File: src/urt_cfg.svh
// Timing and value constants for the up/down reload timer
`ifndef URT_CFG_SVH
`define URT_CFG_SVH
`define URT_CNT_W        16
`define URT_BYTE_W       8
`define URT_CNT_MAX      16'hFFFF
`define URT_BYTE_MAX     8'hFF
`define URT_CNT_RST      16'h0000
`define URT_PRE_W        4
`define URT_PRE_LAST     4'hB
`define URT_PRE_RST      4'h0
`define URT_MODE_CAPTURE 2'h0
`define URT_MODE_RELOAD  2'h1
`define URT_MODE_BAUD    2'h2
`endif

File: src/urt_pkg.sv
// Types shared by the up/down reload timer modules
`include "urt_cfg.svh"
package urt_pkg;
  typedef enum logic [1:0] {
    URT_CAPTURE = `URT_MODE_CAPTURE,
    URT_RELOAD  = `URT_MODE_RELOAD,
    URT_BAUD    = `URT_MODE_BAUD
  } urt_mode_t;

  typedef struct packed {
    logic [`URT_PRE_W-1:0] pre;
    logic                  half;
    logic                  ext_s1;
    logic                  ext_s2;
    logic                  ext_s3;
    logic                  dir_s1;
    logic                  dir_s2;
    logic                  dir_s3;
    logic                  tick;
    logic                  trig_fall;
    logic                  dir_up;
  } urt_tick_st_t;

  typedef struct packed {
    logic [`URT_BYTE_W-1:0] cnt_hi;
    logic [`URT_BYTE_W-1:0] cnt_lo;
    logic [`URT_CNT_W-1:0]  reload;
    logic                   ovf;
    logic                   extf;
    logic                   irq;
    logic                   pin_o;
    logic                   pin_oe_n;
    logic                   tx_tick;
    logic                   rx_tick;
  } urt_core_st_t;
endpackage

File: src/urt_tick_if.sv
// Count enable and trigger signals from the tick generator to the core
`timescale 1ns/1ps
`default_nettype none
interface urt_tick_if;
  logic tick;
  logic trig_fall;
  logic dir_up;
  modport src (output tick, output trig_fall, output dir_up);
  modport snk (input tick, input trig_fall, input dir_up);
endinterface
`default_nettype wire

File: src/urt_tick_gen.sv
// Count source selection, pin synchronisers and trigger edge detection
`timescale 1ns/1ps
`default_nettype none
module urt_tick_gen
  import urt_pkg::*;
(
  // Clock and reset
  input  wire logic clk,
  input  wire logic rst,
  // Configuration
  input  wire logic run,
  input  wire logic ct_sel,
  input  wire logic clkout_mode,
  // Pins
  input  wire logic ext_pin_i,
  input  wire logic dir_pin_i,
  // To core
  urt_tick_if.src   tk
);
  urt_tick_st_t st_reg;
  urt_tick_st_t st_next;

  always_comb begin
    st_next        = st_reg;
    st_next.ext_s1 = ext_pin_i;
    st_next.ext_s2 = st_reg.ext_s1;
    st_next.ext_s3 = st_reg.ext_s2;
    st_next.dir_s1 = dir_pin_i;
    st_next.dir_s2 = st_reg.dir_s1;
    st_next.dir_s3 = st_reg.dir_s2;
    st_next.dir_up = st_reg.dir_s2;
    st_next.half   = ~st_reg.half;
    if (st_reg.pre == `URT_PRE_LAST) begin
      st_next.pre = `URT_PRE_RST;
    end else begin
      st_next.pre = st_reg.pre + 1'b1;
    end
    // RQ11 half rate clock out
    if (clkout_mode) begin
      st_next.tick = run & st_reg.half;
    // RQ2 divide by twelve
    end else if (!ct_sel) begin
      st_next.tick = run & (st_reg.pre == `URT_PRE_LAST);
    // RQ2 external pin falls
    end else begin
      st_next.tick = run & st_reg.ext_s3 & ~st_reg.ext_s2;
    end
    st_next.trig_fall = st_reg.dir_s3 & ~st_reg.dir_s2;
  end

  always_ff @(posedge clk or posedge rst) begin
    if (rst) begin
      st_reg <= '0;
    end else begin
      st_reg <= st_next;
    end
  end

  assign tk.tick      = st_reg.tick;
  assign tk.trig_fall = st_reg.trig_fall;
  assign tk.dir_up    = st_reg.dir_up;
endmodule
`default_nettype wire

File: src/urt_timer.sv
// Up/down auto-reload timer with capture, baud overflow and clock output
// What this block does
// RQ1 - Count is two cascaded bytes, low carries
// RQ2 - Select divide-by-twelve or external pin source
// RQ3 - Count only while run bit set
// RQ4 - Three modes chosen by clock and capture selects
// RQ5 - Direction pin sets direction when down enabled
// RQ6 - Up overflow past FFFFh sets flag, interrupt
// RQ7 - Up overflow loads reload value into count
// RQ8 - Down underflow when count equals reload value
// RQ9 - Underflow sets flag and loads FFFFh
// RQ10 - Up/down wraps toggle external flag, no interrupt
// RQ11 - Clock output counts at half rate, 50% duty
// RQ12 - Clock output reloads on overflow, no interrupt
// RQ13 - Output frequency is clock over 4(65536-reload)
// RQ14 - Generated clock driven onto external count pin
// RQ15 - Software sets up then starts clock output
// RQ16 - Baud and clock output share reload value
// RQ17 - Enabled trigger falling edge captures or reloads
// RQ18 - Transmit select routes own overflow as clock
// RQ19 - Up-only reload mode without down enable
// RQ20 - Pin inverts at each clock output overflow
`timescale 1ns/1ps
`default_nettype none
module urt_timer
  import urt_pkg::*;
(
  // Clock and reset
  input  wire logic                  CLK,
  input  wire logic                  SYS_RST,
  // Control bits
  input  wire logic                  RUN_CONTROL_BIT,
  input  wire logic                  COUNTER_TIMER_SELECT,
  input  wire logic                  CAPTURE_RELOAD_SELECT,
  input  wire logic                  RECEIVE_CLOCK_SELECT,
  input  wire logic                  TRANSMIT_CLOCK_SELECT,
  input  wire logic                  EXTERNAL_ENABLE_BIT,
  input  wire logic                  DOWN_COUNT_ENABLE,
  input  wire logic                  CLOCK_OUTPUT_ENABLE,
  // Software writes and flag clears
  input  wire logic                  COUNT_WR,
  input  wire logic [`URT_CNT_W-1:0] COUNT_WDATA,
  input  wire logic                  RELOAD_WR,
  input  wire logic [`URT_CNT_W-1:0] RELOAD_WDATA,
  input  wire logic                  OVERFLOW_FLAG_CLR,
  input  wire logic                  EXTERNAL_FLAG_CLR,
  // Pins
  input  wire logic                  EXT_COUNT_PIN_I,
  output logic                       EXT_COUNT_PIN_O,
  output logic                       EXT_COUNT_PIN_OE_N,
  input  wire logic                  EXT_DIRECTION_TRIGGER_PIN,
  // Status
  output logic [`URT_CNT_W-1:0]      COUNT,
  output logic [`URT_CNT_W-1:0]      RELOAD,
  output logic                       OVERFLOW_FLAG,
  output logic                       EXTERNAL_FLAG,
  output logic                       IRQ,
  output logic                       TX_BAUD_TICK,
  output logic                       RX_BAUD_TICK
);
  // RQ4 mode decode
  function automatic urt_mode_t mode_of(input logic rclk, input logic transmit_clock_select, input logic cprl);
    if (rclk || transmit_clock_select) begin
      mode_of = URT_BAUD;
    end else if (cprl) begin
      mode_of = URT_CAPTURE;
    end else begin
      mode_of = URT_RELOAD;
    end
  endfunction

  urt_tick_if   tk ();
  urt_core_st_t st_reg;
  urt_core_st_t st_next;
  urt_mode_t    mode;
  logic         clkout_mode;

  assign mode        = mode_of(RECEIVE_CLOCK_SELECT, TRANSMIT_CLOCK_SELECT, CAPTURE_RELOAD_SELECT);
  assign clkout_mode = CLOCK_OUTPUT_ENABLE & ~COUNTER_TIMER_SELECT;

  urt_tick_gen u_tick (
    .clk         (CLK),
    .rst         (SYS_RST),
    .run         (RUN_CONTROL_BIT),
    .ct_sel      (COUNTER_TIMER_SELECT),
    .clkout_mode (clkout_mode),
    .ext_pin_i   (EXT_COUNT_PIN_I),
    .dir_pin_i   (EXT_DIRECTION_TRIGGER_PIN),
    .tk          (tk.src)
  );

  always_comb begin
    logic [`URT_CNT_W-1:0] cnt;
    logic                  updown;
    logic                  count_up;
    logic                  wrap;
    logic                  ovf_set;
    logic                  extf_set;
    logic                  extf_tgl;
    cnt      = {st_reg.cnt_hi, st_reg.cnt_lo};
    updown   = (mode == URT_RELOAD) && DOWN_COUNT_ENABLE && !clkout_mode;
    // RQ5 direction from pin
    count_up = !updown || tk.dir_up;
    wrap     = 1'b0;
    ovf_set  = 1'b0;
    extf_set = 1'b0;
    extf_tgl = 1'b0;
    st_next         = st_reg;
    st_next.tx_tick = 1'b0;
    st_next.rx_tick = 1'b0;
    // RQ3 count only while running
    if (tk.tick) begin
      if (count_up) begin
        // RQ1 low byte carries
        st_next.cnt_lo = st_reg.cnt_lo + 1'b1;
        if (st_reg.cnt_lo == `URT_BYTE_MAX) begin
          st_next.cnt_hi = st_reg.cnt_hi + 1'b1;
        end
        // RQ6 overflow past FFFFh
        if (cnt == `URT_CNT_MAX) begin
          wrap = 1'b1;
          if (mode != URT_CAPTURE || clkout_mode) begin
            // RQ19 up-only reload too
            // RQ7 reload on overflow
            {st_next.cnt_hi, st_next.cnt_lo} = st_reg.reload;
          end
        end
      // RQ8 underflow at reload value
      end else if (cnt == st_reg.reload) begin
        wrap = 1'b1;
        // RQ9 underflow loads FFFFh
        {st_next.cnt_hi, st_next.cnt_lo} = `URT_CNT_MAX;
      end else begin
        {st_next.cnt_hi, st_next.cnt_lo} = cnt - 1'b1;
      end
    end
    // RQ12 no flag in clock output
    ovf_set = wrap && (mode != URT_BAUD) && !clkout_mode;
    // RQ10 extension bit toggles
    extf_tgl = wrap && updown;
    // RQ17 trigger capture or reload
    if (EXTERNAL_ENABLE_BIT && tk.trig_fall && mode != URT_BAUD && !updown) begin
      extf_set = 1'b1;
      if (mode == URT_CAPTURE) begin
        st_next.reload = cnt;
      end else begin
        {st_next.cnt_hi, st_next.cnt_lo} = st_reg.reload;
      end
    end
    // RQ16 baud ticks from shared reload
    if (wrap && mode == URT_BAUD) begin
      // RQ18 transmit clock routing
      st_next.tx_tick = TRANSMIT_CLOCK_SELECT;
      st_next.rx_tick = RECEIVE_CLOCK_SELECT;
    end
    // RQ13 period from reload value
    // RQ20 pin inverts each overflow
    if (wrap && clkout_mode) begin
      st_next.pin_o = ~st_reg.pin_o;
    end
    // RQ14 drive pin in clock output
    st_next.pin_oe_n = ~clkout_mode;
    if (COUNT_WR) begin
      {st_next.cnt_hi, st_next.cnt_lo} = COUNT_WDATA;
    end
    if (RELOAD_WR) begin
      st_next.reload = RELOAD_WDATA;
    end
    // RQ6 set wins over clear
    st_next.ovf = ovf_set | (st_reg.ovf & ~OVERFLOW_FLAG_CLR);
    if (extf_set) begin
      st_next.extf = 1'b1;
    end else if (extf_tgl) begin
      st_next.extf = ~st_reg.extf;
    end else if (EXTERNAL_FLAG_CLR) begin
      st_next.extf = 1'b0;
    end
    // RQ10 external flag gives no interrupt in up/down
    st_next.irq = st_next.ovf | (st_next.extf & ~updown);
  end

  always_ff @(posedge CLK or posedge SYS_RST) begin
    if (SYS_RST) begin
      st_reg          <= '0;
      st_reg.pin_oe_n <= 1'b1;
    end else begin
      st_reg <= st_next;
    end
  end

  assign COUNT              = {st_reg.cnt_hi, st_reg.cnt_lo};
  assign RELOAD             = st_reg.reload;
  assign OVERFLOW_FLAG      = st_reg.ovf;
  assign EXTERNAL_FLAG      = st_reg.extf;
  assign IRQ                = st_reg.irq;
  assign EXT_COUNT_PIN_O    = st_reg.pin_o;
  assign EXT_COUNT_PIN_OE_N = st_reg.pin_oe_n;
  assign TX_BAUD_TICK       = st_reg.tx_tick;
  assign RX_BAUD_TICK       = st_reg.rx_tick;
endmodule
`default_nettype wire

File: config.mk
export PLATFORM = sky130hd
export DESIGN_NAME = urt_timer
export DESIGN_NICKNAME = d
export VERILOG_FILES = /design/src/urt_pkg.sv /design/src/urt_tick_if.sv /design/src/urt_tick_gen.sv /design/src/urt_timer.sv
export VERILOG_INCLUDE_DIRS = /design/src
export SDC_FILE = /design/constraint.sdc
export NUM_CORES = 1
export LEC_CHECK = 0
export BUFFER_PORTS_ARGS = -buffer_cell sky130_fd_sc_hd__clkbuf_2
export CAP_MARGIN = 10
export CORE_MARGIN = 2
export CORE_UTILIZATION = 50
export DETAILED_ROUTE_END_ITERATION = 8
export GPL_TIMING_DRIVEN = 0
export PLACE_DENSITY = 0.74
export SYNTH_ARGS = -nofsm -noshare
export SYNTH_HDL_FRONTEND = slang
export SYNTH_SLANG_ARGS = --single-unit
File: constraint.sdc
create_clock -name CLK -period 4.8 [get_ports CLK]
set_input_delay 0.96 -clock CLK [delete_from_list [all_inputs] [get_ports CLK]]
set_output_delay 0.96 -clock CLK [all_outputs]
set_load 0.005 [all_outputs]
==> summary.md <==
| Metric | Value |
|---|---|
| Status | complete, no violations |
| WHS Path Cells | 0 |
| Final Cycle Share | 56.4% |
| Final WL | 12,000 um |
| DR vias/cell | 6.17 |
| Initial Utilization | 51.6% |
| Cts hold-fix bufs | 0 |
| Synth warn | 0 |
| DP HPWL | 8900 um |
| Final net count | 578 |
| Worst-Skew Late Latency | 320 ps |
| Root Driver | clkbuf_8 |
| Maximum vdd drop | 0.187 mV |
| DR vias | 3,855 |
| Initial antenna violation count | 0 |
| Static Leak | 1.97 nW |
| R2R setup slack | 2090 ps |
| Sequential share of power | 46.9% |
| Final hold slack | 361 ps |
| TritonCTS clock tree | done |
| Pin count of the biggest net entering global routing | 29 |
| Final GP Congestion | 1.01 |
| Hold WC Path Type | reg -> reg |
| Initial DRC count | 417 |
| Fillcell total | 681 |
| DR WL/cell | 19.2 um |
| NetSw | 412 uW |
| Worst Path Required | 4970 ps |
| Final hold violation count | 0 |
| Area Growth Syn to Fin | 17.5% |
| Die Width | 90.5 um |
| Min-delay src | u_tick.st_next[4] |
| Clock power frac | 23.5% |
| Max Root-Sink Buffers | 2 |
| Slew @ Worst Pin | 716 ps |
| Reg2reg start | COUNT[1] |
| Post-synthesis async set-or-reset flop share | 100% |
| Internal | 723 uW |
| Die area | 8190 um^2 |
| Drt first pass iters | 5 |
| Post-CTS sizing | 0 |
| Site Rows | 31 |
| CTS H-tree depth | 2 |
| WP data arrival | 2880 ps |
| Main synth FF type | dfrtp_1 |
| Post-Syn Instances | 433 |
| First-pass GRT wire length | 19,100 um |
| Postcts setup bufs | 0 |
| Setup TNS | 0 ps |
| I/O Buffers | 84 |
| CP max FO | 8 |
| Rel. slew slack | 52.2% |
| F_max | 0.369 GHz |
| Max Cap Viol | 0 |
| Reg-to-reg endpoint | COUNT[14] |
| Sw Ratio | 36.3% |
| Gate power share | 29.6% |
| IO Count | 87 |
| Startpoint Class | register |
| # clock sinks | 52 |
| Crit. End Element | register |
| Final setup violating endpoints | 0 |
| Number of buffers created by CTS | 5 |
| RSZ-0062 raised after global routing | no |
| Seq/Total Area, Yosys | 34.8% |
| GR Overflow Total | 0 |
| P per Cell Area | 258 nW/um^2 |
| Post-Syn Area | 3740 um^2 |
| Final max-slew violation count | 0 |
| Setup Skew | 9.67 ps |
| Flops & latches, synth | 52 |
| Post-synth EDFFs | 0 |
| DRC | 0 |
| Tot Pwr | 1.13 mW |
| Clock-pin slew on the worst setup and hold paths | 110 ps |
| Period minus WS final | 2710 ps |
| Syn Area/Cell | 8.64 um^2 |
| Synthesized Nets | 486 |
| Hold EP | u_tick.st_next[0] |
| GR Util All Layers | 29.6% |
| ANT nets after route | 0 |
| Worst r2r path cells | 9 |
| Unique cell type count in the Yosys netlist | 71 |
| Die H | 90.5 um |
| Layout cells sized above 1 | 25.5% |
| Core Box Area | 7250 um^2 |
| Vias in the first global route | 3,613 |
| Setup Crit Path Kind | reg -> reg |
| Diode count | 0 |
-- cells in the mapped netlist (2+ instances only) --
library cell	number	share of area [%]
ha_1	5	1.7
dfrtp_1	51	34
xnor2_1	11	2.6
mux2i_1	20	5.4
a211oi_1	7	1.4
xor2_1	22	5.2
nor2_1	37	3.7
nand2b_1	7	1.2
nand3_1	18	2.4
nor3_1	7	0.94
inv_1	10	1.0
clkbuf_1	17	1.7
nand4_1	6	1.0
o211ai_1	3	0.60
buf_4	3	0.60
or4_4	2	0.60
a31oi_1	7	1.2
o31ai_1	3	0.60
a311oi_1	2	0.47
nand2_1	41	4.1
and3_1	3	0.50
and2_1	4	0.67
buf_6	2	0.60
and4_1	2	0.47
buf_2	12	1.6
o31a_1	2	0.47
or3_1	3	0.50
nor3b_1	6	1.2
nor2b_1	5	0.84
o221ai_1	5	1.2
o21ai_1	3	0.40
o21ai_0	27	3.6
a21oi_1	24	3.2
nor4_1	8	1.3
a211oi_2	3	1.0
o311ai_0	3	0.70
mux2_2	4	1.2
a211o_1	4	0.94
o22ai_1	2	0.33
-- worst max-delay path, cell delays in order, from the launching register on --
cell and delay, ps:
dfrtp_1 430, clkbuf_1 220, inv_1 130, ha_1 200, nor3b_2 330, nand3_1 200
or3_1 400, o31a_1 260, o31ai_1 260, a31oi_1 120
-- power by group through the flow --
stage	clock network [mW]	registers [mW]	logic, mW
floorplan	0	0.524	0.214
global placement	0	0.536	0.325
detailed placement	0	0.537	0.331
CTS	0.270	0.529	0.333
global route	0.295	0.536	0.369
finish	0.267	0.531	0.336
-- cells in the final DEF (no fill, tap or decap), types with 3 or more instances in the layout --
cell type  netlist  final
nor4_1           8      8
and2_1           4      4
o221ai_1         5      5
mux2_2           4      4
xor2_1          22     22
a211oi_2         3      3
a211oi_1         7      7
buf_2           12     12
nand2_1         41     41
o311ai_0         3      3
inv_1           10      9
o21ai_0         27     27
a21oi_1         24     24
clkbuf_1        17     17
or3_1            3      3
nor3b_1          6      6
nand4_1          6      6
dfrtp_1         51     51
o211ai_1         3      3
xnor2_1         11     11
and3_1           3      3
o31ai_1          3      3
a31oi_1          7      7
clkbuf_8         0      5
buf_4            3      3
nor2_1          37     37
nand2b_1         7      7
nor2b_1          5      5
o21ai_1          3      3
mux2i_1         20     20
ha_1             5      5
clkbuf_2         1     85
nor3_1           7      7
nand3_1         18     18
a211o_1          4      4
-- kinds of logic (layout without fill, tap and decap cells) --
logic type | count (synthesis) | in the layout | share of synthesized area [%]
xor gates and xnor gates | 33 | 33 | 7.73
muxes | 25 | 25 | 6.86
and+or+nand+nor | 164 | 164 | 23.6
DFF | 52 | 52 | 34.8
buffers and inverters | 46 | 139 | 5.75
AOI/OAI and AO/OA | 108 | 108 | 19.5
adders and majority gates | 5 | 5 | 1.67
-- worst max-delay path by stage --
stage | start | end | slack [ps] | depth (start not counted)
5_1_grt | COUNT[1] | COUNT[14] | 1950 | 9
3_3_place_gp | SYS_RST | COUNT[6] | 1890 | 2
6_report | COUNT[1] | COUNT[14] | 2090 | 9
4_1_cts | COUNT[1] | COUNT[14] | 2160 | 9
2_1_floorplan | TRANSMIT_CLOCK_SELECT | COUNT[13] | 2410 | 7
3_5_place_dp | CLOCK_OUTPUT_ENABLE | COUNT[4] | 1840 | 7
-- per-stage QoR --
step                area, um^2  utilization (%)  instances  worst slack, ps
finish                    4390             60.6        625             2090
global route              4390             60.6        625             1950
CTS                       4390             60.6        625             2160
detailed placement        4300             59.3        617             1840
global placement          4280             59.1        616             1890
floorplan                 3740                -        433             2410
-- layer usage --
metal	track usage, %	vias to the layer above	share of wire [%]
li1	-	1749	-
met1	41.4	1847	41
met2	47.5	227	47
met3	5.18	32	9.9
met4	7.56	0	2.2
met5	0	-	0
-- cell type report --
type	instances	area, um^2	share of cell area (%)
multi-input cells	335	2220	50.6
flip-flops and latches	52	1300	29.6
repair buffers	85	440	10.0
plain buffers	35	174	3.96
well taps	99	124	2.82
clock buffers	5	68.8	1.57
inverters	11	41.3	0.940
clock inverters	3	21.3	0.484
(Power assumes the default switching activity.)
